[src/rtl/dsa_pkg.sv]
// Purpose: shared constants and types of the dual sar sequencer
// Assumes: one clock, all pins synchronous to it
// Notes: stage vector bit 0 is the first stage (msb test)
package dsa_pkg;
	localparam int DSA_NUM_BITS = 18;
	localparam int DSA_NUM_STAGES = 19;
	localparam int DSA_NUM_CH = 2;
	// stage vector values
	localparam logic [18:0] DSA_SEQ_IDLE = 19'h00000;
	localparam logic [18:0] DSA_SEQ_FIRST = 19'h00001;
	localparam logic [17:0] DSA_BITS_CLEAR = 18'h00000;
	// edge detector reset values, high so a pin held high at release is no edge
	localparam logic DSA_PREV_RST = 1'b1;
	// two's complement codes of the output word
	localparam logic [17:0] DSA_CODE_POS_FULL = 18'h1FFFF;
	localparam logic [17:0] DSA_CODE_ZERO = 18'h00000;
	localparam logic [17:0] DSA_CODE_MINUS_ONE = 18'h3FFFF;
	localparam logic [17:0] DSA_CODE_NEG_FULL = 18'h20000;
	typedef enum logic [1:0] {
		DSA_ST_TRACK = 2'b01,
		DSA_ST_CONV = 2'b10
	} dsa_state_t;
endpackage

[src/rtl/dsa_sequencer.sv]
// Purpose: dual sar converter sequencing logic, both channels in lock step
// Assumes: bit clock and convert are synchronous to mclk_i, one mclk per level
// Notes: a convert edge during a conversion restarts it
// Operation
// - convert rising edge ends autozero and puts both channels into hold together
// - a 19-stage shift register tests bits from msb to lsb
// - a bit stays on if the converter value does not exceed the input
// - one shift register drives both channels' 18 decision latches
// - a bit is tentatively switched on when its stage starts
// - bit clock rising edge strobes the comparator and stores the decision
// - stored decision reaches the bit switch as its stage pulse ends
// - two serial streams, each bit one bit clock after its decision
// - the sequence advances only on the external bit clock
// - words are 18-bit two's complement, 1FFFF positive full scale
// - each trim switch follows its main bit's decision at the same time
// - after the 19th bit clock further edges are ignored until convert
// - from the 19th bit clock both channels track until the next convert
`timescale 1ns/100ps
module dsa_sequencer (
	// clock and reset
	input wire logic mclk_i,
	input wire logic rst_i,
	// control from the driving filter or controller
	input wire logic bit_clock_in_i,
	input wire logic convert_i,
	// comparator decisions, high keeps the tested bit
	input wire logic cmp_left_i,
	input wire logic cmp_right_i,
	// shared analog controls
	output logic autozero_switch_o,
	output logic input_sample_switch_o,
	output logic cmp_strobe_o,
	output logic busy_o,
	// left converter switches
	output logic [17:0] cap_switch_left_o,
	output logic [17:0] trim_switch_left_o,
	// right converter switches
	output logic [17:0] cap_switch_right_o,
	output logic [17:0] trim_switch_right_o,
	// results
	output logic serial_left_o,
	output logic serial_right_o,
	output logic [17:0] word_left_o,
	output logic [17:0] word_right_o,
	output logic word_valid_o
);
	dsa_pkg::dsa_state_t state;
	logic [18:0] sequencer_stage;
	logic bclk_prev;
	logic conv_prev;
	logic bclk_rise;
	logic conv_rise;
	logic strobe;
	logic [1:0] cmp;
	logic [17:0] cap_sw [2];
	logic [17:0] trim_sw [2];
	logic [17:0] word [2];
	logic [1:0] serial;
	logic [1:0] word_valid;

	assign cmp = {cmp_right_i, cmp_left_i};
	assign bclk_rise = bit_clock_in_i & ~bclk_prev;
	assign conv_rise = convert_i & ~conv_prev;
	// edges outside a conversion are gated off here
	assign strobe = bclk_rise & (state == dsa_pkg::DSA_ST_CONV);

	always_ff @(posedge mclk_i or posedge rst_i) begin
		if (rst_i) begin
			bclk_prev <= dsa_pkg::DSA_PREV_RST;
			conv_prev <= dsa_pkg::DSA_PREV_RST;
		end else begin
			bclk_prev <= bit_clock_in_i;
			conv_prev <= convert_i;
		end
	end

	always_ff @(posedge mclk_i or posedge rst_i) begin
		if (rst_i) begin
			state <= dsa_pkg::DSA_ST_TRACK;
			sequencer_stage <= dsa_pkg::DSA_SEQ_IDLE;
		end else begin
			case (state)
				dsa_pkg::DSA_ST_TRACK: begin
					if (conv_rise) begin
						state <= dsa_pkg::DSA_ST_CONV;
						sequencer_stage <= dsa_pkg::DSA_SEQ_FIRST;
					end
				end
				dsa_pkg::DSA_ST_CONV: begin
					if (conv_rise) begin
						sequencer_stage <= dsa_pkg::DSA_SEQ_FIRST;
					end else if (bclk_rise && sequencer_stage[18]) begin
						state <= dsa_pkg::DSA_ST_TRACK;
						sequencer_stage <= dsa_pkg::DSA_SEQ_IDLE;
					end else if (bclk_rise) begin
						sequencer_stage <= {sequencer_stage[17:0], 1'b0};
					end
				end
				default: begin
					state <= dsa_pkg::DSA_ST_TRACK;
					sequencer_stage <= dsa_pkg::DSA_SEQ_IDLE;
				end
			endcase
		end
	end

	// both channels share state, so hold and tracking are co-phased
	assign autozero_switch_o = (state == dsa_pkg::DSA_ST_TRACK);
	assign input_sample_switch_o = (state == dsa_pkg::DSA_ST_TRACK);
	assign busy_o = (state == dsa_pkg::DSA_ST_CONV);
	// the 19th edge ends the conversion and latches the words, no bit is tested on it
	assign cmp_strobe_o = strobe & ~sequencer_stage[18];

	genvar c;
	generate
		for (c = 0; c < dsa_pkg::DSA_NUM_CH; c++) begin : g_ch
			dsa_channel_rank u_rank (
				.mclk_i(mclk_i),
				.rst_i(rst_i),
				.start_i(conv_rise),
				.strobe_i(strobe),
				.stage_i(sequencer_stage),
				.cmp_i(cmp[c]),
				.cap_switch_o(cap_sw[c]),
				.trim_switch_o(trim_sw[c]),
				.serial_o(serial[c]),
				.word_o(word[c]),
				.word_valid_o(word_valid[c])
			);
		end
	endgenerate

	assign cap_switch_left_o = cap_sw[0];
	assign cap_switch_right_o = cap_sw[1];
	assign trim_switch_left_o = trim_sw[0];
	assign trim_switch_right_o = trim_sw[1];
	assign serial_left_o = serial[0];
	assign serial_right_o = serial[1];
	assign word_left_o = word[0];
	assign word_right_o = word[1];
	assign word_valid_o = word_valid[0];
endmodule

[src/rtl/dsa_channel_rank.sv]
// Purpose: one channel's rank of decision latches, switches and serial out
// Assumes: stage vector and strobe come from the shared sequencer
// Notes: switches are combinational from latched state
`timescale 1ns/100ps
module dsa_channel_rank (
	// clock and reset
	input wire logic mclk_i,
	input wire logic rst_i,
	// from the sequencer
	input wire logic start_i,
	input wire logic strobe_i,
	input wire logic [18:0] stage_i,
	// comparator decision, high keeps the bit
	input wire logic cmp_i,
	// converter switches
	output logic [17:0] cap_switch_o,
	output logic [17:0] trim_switch_o,
	// results
	output logic serial_o,
	output logic [17:0] word_o,
	output logic word_valid_o
);
	logic [17:0] keep;
	logic [17:0] done;
	logic pend;

	genvar i;
	generate
		for (i = 0; i < dsa_pkg::DSA_NUM_BITS; i++) begin : g_bit
			always_ff @(posedge mclk_i or posedge rst_i) begin
				if (rst_i) begin
					keep[17-i] <= 1'b0;
					done[17-i] <= 1'b0;
				end else if (start_i) begin
					keep[17-i] <= 1'b0;
					done[17-i] <= 1'b0;
				end else if (strobe_i && stage_i[i]) begin
					keep[17-i] <= cmp_i;
					done[17-i] <= 1'b1;
				end
			end
			// tentative on during its stage, then the stored decision
			assign cap_switch_o[17-i] = stage_i[i] | (done[17-i] & keep[17-i]);
			// trim bit mirrors the main bit in the same cycle
			assign trim_switch_o[17-i] = cap_switch_o[17-i];
		end
	endgenerate

	// each decision leaves one bit clock later, msb first
	always_ff @(posedge mclk_i or posedge rst_i) begin
		if (rst_i) begin
			serial_o <= 1'b0;
			pend <= 1'b0;
		end else if (strobe_i) begin
			serial_o <= pend;
			// msb is the sign: kept msb means non-negative input
			pend <= stage_i[0] ? ~cmp_i : cmp_i;
		end
	end

	always_ff @(posedge mclk_i or posedge rst_i) begin
		if (rst_i) begin
			word_o <= dsa_pkg::DSA_BITS_CLEAR;
			word_valid_o <= 1'b0;
		end else begin
			word_valid_o <= strobe_i & stage_i[18];
			if (strobe_i && stage_i[18]) begin
				word_o <= {~keep[17], keep[16:0]};
			end
		end
	end
endmodule

[config.mk]
export PLATFORM = sky130hd
export DESIGN_NAME = dsa_sequencer
export DESIGN_NICKNAME = d
export VERILOG_FILES = /design/src/rtl/dsa_pkg.sv /design/src/rtl/dsa_sequencer.sv /design/src/rtl/dsa_channel_rank.sv
export SDC_FILE = /design/constraint.sdc
export NUM_CORES = 1
export LEC_CHECK = 0
export BUFFER_PORTS_ARGS = -buffer_cell sky130_fd_sc_hd__buf_4
export CAP_MARGIN = 20
export CORE_UTILIZATION = 45
export DETAILED_ROUTE_END_ITERATION = 16
export GPL_TIMING_DRIVEN = 0
export PLACE_DENSITY_LB_ADDON = 0.25
export SLEW_MARGIN = 10
export SYNTH_ARGS = -nofsm -noshare
export SYNTH_HDL_FRONTEND = slang
export SYNTH_SLANG_ARGS = --single-unit
[constraint.sdc]
create_clock -name mclk_i -period 6.1 [get_ports mclk_i]
set_clock_uncertainty 0.2 [all_clocks]
set_input_delay 1.22 -clock mclk_i [delete_from_list [all_inputs] [get_ports mclk_i]]
set_output_delay 1.22 -clock mclk_i [all_outputs]
set_load 0.01 [all_outputs]
==> flow_results.org <==
** Status
- Result of the run :: finished clean

** Setup path
- Data arrival time at the worst-slack endpoint :: 2.00 ns
- The critical path is of the primary input to output port type.
- End of the worst register-to-register path :: sequencer_stage[18]
- Reg2reg setup slack :: 3.60 ns
- Worst setup path endpoint :: cmp_strobe_o
- At the worst endpoint, the required time is 4.68 ns.
- Crit-path max FO :: 7
- Start point of the critical path :: bit_clock_in_i
- For the worst flop-to-flop path, the logic depth is 5.
- STA classifies the critical path startpoint as a primary input.
- Worst setup EP type :: output port
- Critical register-to-register path startpoint :: state[0]

** Clock tree
- Post-CTS repair changed the size of 0 cells.
- Root buffer cell :: sky130_fd_sc_hd__clkbuf_16
- TritonCTS created 17 clock buffers.
- The H-tree was split into 4 levels.
- Clock latency on the worst-skew pair, taken at its later pin, is 0.40 ns.
- Buffers inserted to repair hold after CTS numbered 0.
- After clock tree synthesis, the setup repair step added 0 buffers.
- Clock-pin slew was measured on the worst setup and hold paths at 0.05 ns.
- TritonCTS built the clock tree.
- In this run the deepest clock path goes through 2 buffers.
- Clk sinks :: 118

** Finish
- The sequential cells in the finished layout cover a total of 2960 µm².
- Fill cells in the final layout number 889.
- Leading cell types in the layout, fill and taps excluded :: sky130_fd_sc_hd__buf_4 (158), sky130_fd_sc_hd__dfrtp_1 (115), sky130_fd_sc_hd__o21ai_0 (39)
- Most frequent standard cell in the layout excluding fill and tap cells :: sky130_fd_sc_hd__buf_4
- Number of antenna cells inserted :: 0
- Compared with the post-synthesis result, the final layout area differs by 33.3%.
- Area of the multi-input gates :: 1710 µm²
- Final core utilization :: 62.4%
- Number of nets in the layout :: 580
- Ratio of cells with drive above 1 in the final layout :: 42.7%

** GRT
- The first global-routing pass estimated 19.8 mm of wire.
- Initial antenna violation count :: 0
- Number of global-route vias before repair :: 3,829
- Total routing usage reported by global routing :: 22.4%
- The total overflow left after global routing is 0.
- Maximum number of pins on one net before global-route repair :: 84

** Yosys
- The synthesized netlist devotes 8.45% of its cell area to simple gates.
- Net count of the mapped netlist :: 440
- Dominant combinational cell family by area after synthesis :: compound AO/OA/AOI/OAI gates
- Of the post-synthesis cell area, the part taken by muxes is 7.85%.
- During synthesis, Yosys emitted a total of 0 warnings.
- Synthesized instance count :: 432
- Largest area contributor in the synthesized netlist :: sky130_fd_sc_hd__dfrtp_1
- Post-synthesis average cell area :: 12.0 µm²
- Post-Synthesis Cell Area :: 5170 µm²
- The synthesized netlist devotes 16.0% of its cell area to compound gates.
- After synthesis the netlist holds a flip-flop and latch count of 118.
- Number of unique standard cell types used by synthesis :: 31
- The synthesized netlist devotes 0.339% of its cell area to XOR and XNOR gates.
- Of the synthesized area, sequential elements account for 57.2%.
- Sorting the synthesized cells by area gives the leading types as sky130_fd_sc_hd__dfrtp_1 (56%), sky130_fd_sc_hd__mux2_2 (7.8%), sky130_fd_sc_hd__buf_4 (5.5%).
- Summing the areas of all fa, ha and maj instances in the mapped netlist gives 0.484% of the synthesized area.
- Area share of the leading cell type in the synthesized netlist :: 55.7%

** Drt
- Total vias in the final route :: 3,875
- After detailed routing, the number of vias per cell comes to 5.36.
- The final layout contains routed wiring with a total length of 12.7 mm.
- Number of remaining DRC errors :: 0
- Post-route antenna net violation count :: 0
- The pre-antenna-repair detailed-routing pass consisted of 4 iterations.
- For this block, the initial DRC count from the detailed router was 206.
- After detailed routing, the average wire length per cell comes to 17.6 µm.

** Timing
- Timing would allow up to 292 MHz.
- Min Clock Period, post-route :: 3.42 ns
- Number of hold-slack violations in the final timing report :: 0
- After layout, the worst path uses 56.1% of the clock period.
- Total negative slack for setup checks :: 0 ns
- Unrepaired setup endpoints after global routing :: false
- Setup violations remaining at the end of the flow were counted as 0.
- Worst-Margin Slew :: 0.786 ns
- In this run the tightest slew margin relative to its limit is 47.5%.
- Number of max-slew violations in the final report :: 0

** Placed design
- The HPWL after detailed placement is 8.52 mm.
- Port Buf Inserts :: 120
- Placer's final routability congestion estimate :: 0.802

** Job
- Total of max-cap violations :: 0

** Power and ir drop
- Leakage power :: 3.74 nW
- VDD sags by at most 277 µV.
- Power spread over the standard cell area amounts to 311 nW/µm².

** Worst hold path
- The min-delay analysis places its worst path in the category flop to flop.

** Floorplanning
- I/O pin count :: 121
- The floorplan has 38 rows.
- Vert. Die Dim :: 109 µm
- From left edge to right edge, the die measures 109 µm.
- Starting density of the core :: 46.8%
- Core Area :: 11,000 µm²
- The die covers 11,900 µm².
==> cell families (layout without fill, tap and decap cells) <==
family,after synthesis,count (layout)
DFF,118,118
muxes,36,36
buffers and inverters,85,236
AOI/OAI and AO/OA,118,118
adders and majority gates,2,2
xor gates and xnor gates,2,2
and+or+nand+nor,71,71
==> state kept, by name, summed over array words and instances (netlist names) <==
register / count
bclk_prev: 1
g_ch.u_rank.pend: 2
g_ch.u_rank.keep: 36
g_ch.u_rank.word_valid_o: 1
g_ch.u_rank.word_o: 36
conv_prev: 1
sequencer_stage: 19
g_ch.u_rank.serial_o: 2
state: 2
g_ch.u_rank.done: 18
==> metrics by stage <==
step	hold slack, ns	setup WS (ns)	area [µm²]	instances	power, W
after floorplan	0.261	1.56	5170	432	0.00102
after global placement	0.279	0.278	6240	692	0.00110
after detailed placement	0.296	2.69	6280	693	0.00111
after CTS	0.304	2.68	6890	723	0.00215
after global routing	0.323	2.63	6890	723	0.00221
final	0.299	2.68	6890	723	0.00214
==> critical path, cell delays in order <==
cell                       delay (ns)
sky130_fd_sc_hd__buf_4           0.11
sky130_fd_sc_hd__and3b_1         0.15
sky130_fd_sc_hd__clkbuf_1        0.24
sky130_fd_sc_hd__and2_1          0.17
sky130_fd_sc_hd__buf_4           0.11
==> how the worst min path moves through the flow <==
stage | startpoint | endpoint | slack [ns] | depth (start not counted)
after floorplan | g_ch[0].u_rank.keep[17] | g_ch[0].u_rank.word_o[17] | 0.26 | 1
after global placement | g_ch[1].u_rank.keep[17] | g_ch[1].u_rank.word_o[17] | 0.28 | 1
after detailed placement | g_ch[1].u_rank.word_o[8] | g_ch[1].u_rank.word_o[8] | 0.30 | 1
after CTS | g_ch[1].u_rank.keep[17] | g_ch[1].u_rank.word_o[17] | 0.30 | 1
after global routing | g_ch[1].u_rank.word_o[8] | g_ch[1].u_rank.word_o[8] | 0.32 | 1
final | g_ch[1].u_rank.keep[17] | g_ch[1].u_rank.word_o[17] | 0.30 | 1
==> cell usage after synthesis <==
| library cell | count |
|---|---|
| sky130_fd_sc_hd__mux2_2 | 36 |
| sky130_fd_sc_hd__dfstp_2 | 3 |
| sky130_fd_sc_hd__a211oi_2 | 1 |
| sky130_fd_sc_hd__or4_4 | 1 |
| sky130_fd_sc_hd__nor2b_4 | 1 |
| sky130_fd_sc_hd__buf_1 | 3 |
| sky130_fd_sc_hd__and2_1 | 1 |
| sky130_fd_sc_hd__nor2_1 | 6 |
| sky130_fd_sc_hd__o2bb2ai_2 | 9 |
| sky130_fd_sc_hd__a21o_1 | 36 |
| sky130_fd_sc_hd__buf_2 | 7 |
| sky130_fd_sc_hd__a21oi_1 | 20 |
| sky130_fd_sc_hd__buf_12 | 1 |
| sky130_fd_sc_hd__buf_4 | 38 |
| sky130_fd_sc_hd__inv_1 | 24 |
| sky130_fd_sc_hd__nand4b_1 | 19 |
| sky130_fd_sc_hd__o2bb2ai_1 | 9 |
| sky130_fd_sc_hd__nand2b_1 | 2 |
| sky130_fd_sc_hd__buf_6 | 2 |
| sky130_fd_sc_hd__o22a_1 | 1 |
| sky130_fd_sc_hd__and3b_1 | 1 |
| sky130_fd_sc_hd__o22ai_1 | 1 |
| sky130_fd_sc_hd__a221oi_1 | 1 |
| sky130_fd_sc_hd__dfrtp_1 | 115 |
| sky130_fd_sc_hd__xnor2_1 | 2 |
| sky130_fd_sc_hd__o31a_1 | 1 |
| sky130_fd_sc_hd__o21ai_0 | 39 |
| sky130_fd_sc_hd__nand2_1 | 4 |
| sky130_fd_sc_hd__ha_1 | 2 |
| sky130_fd_sc_hd__nand3_1 | 36 |
| sky130_fd_sc_hd__clkbuf_1 | 10 |
==> final cells by class <==
cell class | instances | share of cell area, %
tap | 140 | 2.54
multi-input combinational | 229 | 24.8
buffer | 61 | 5.98
clock inverter | 9 | 2.20
sequential | 118 | 42.9
clock buffer | 21 | 6.68
timing repair buffer | 121 | 13.5
inverter | 24 | 1.38
==> routing by layer <==
metal,vias up,GRT usage (%),share of wire (%)
met5,-,0,0
met4,0,7.53,1.6
met3,23,5.56,5.8
met2,146,35.6,50
met1,1926,30.1,43
li1,1780,-,-
==> report_power, final <==
group | internal (W) | leakage [nW] | switching [W]
clock | 0.000699 | 0.299 | 0.000337
sequential | 0.000806 | 1.63 | 0.0000112
combinational | 0.000113 | 1.81 | 0.000178
Note: power is estimated with default switching activity, not from simulation.
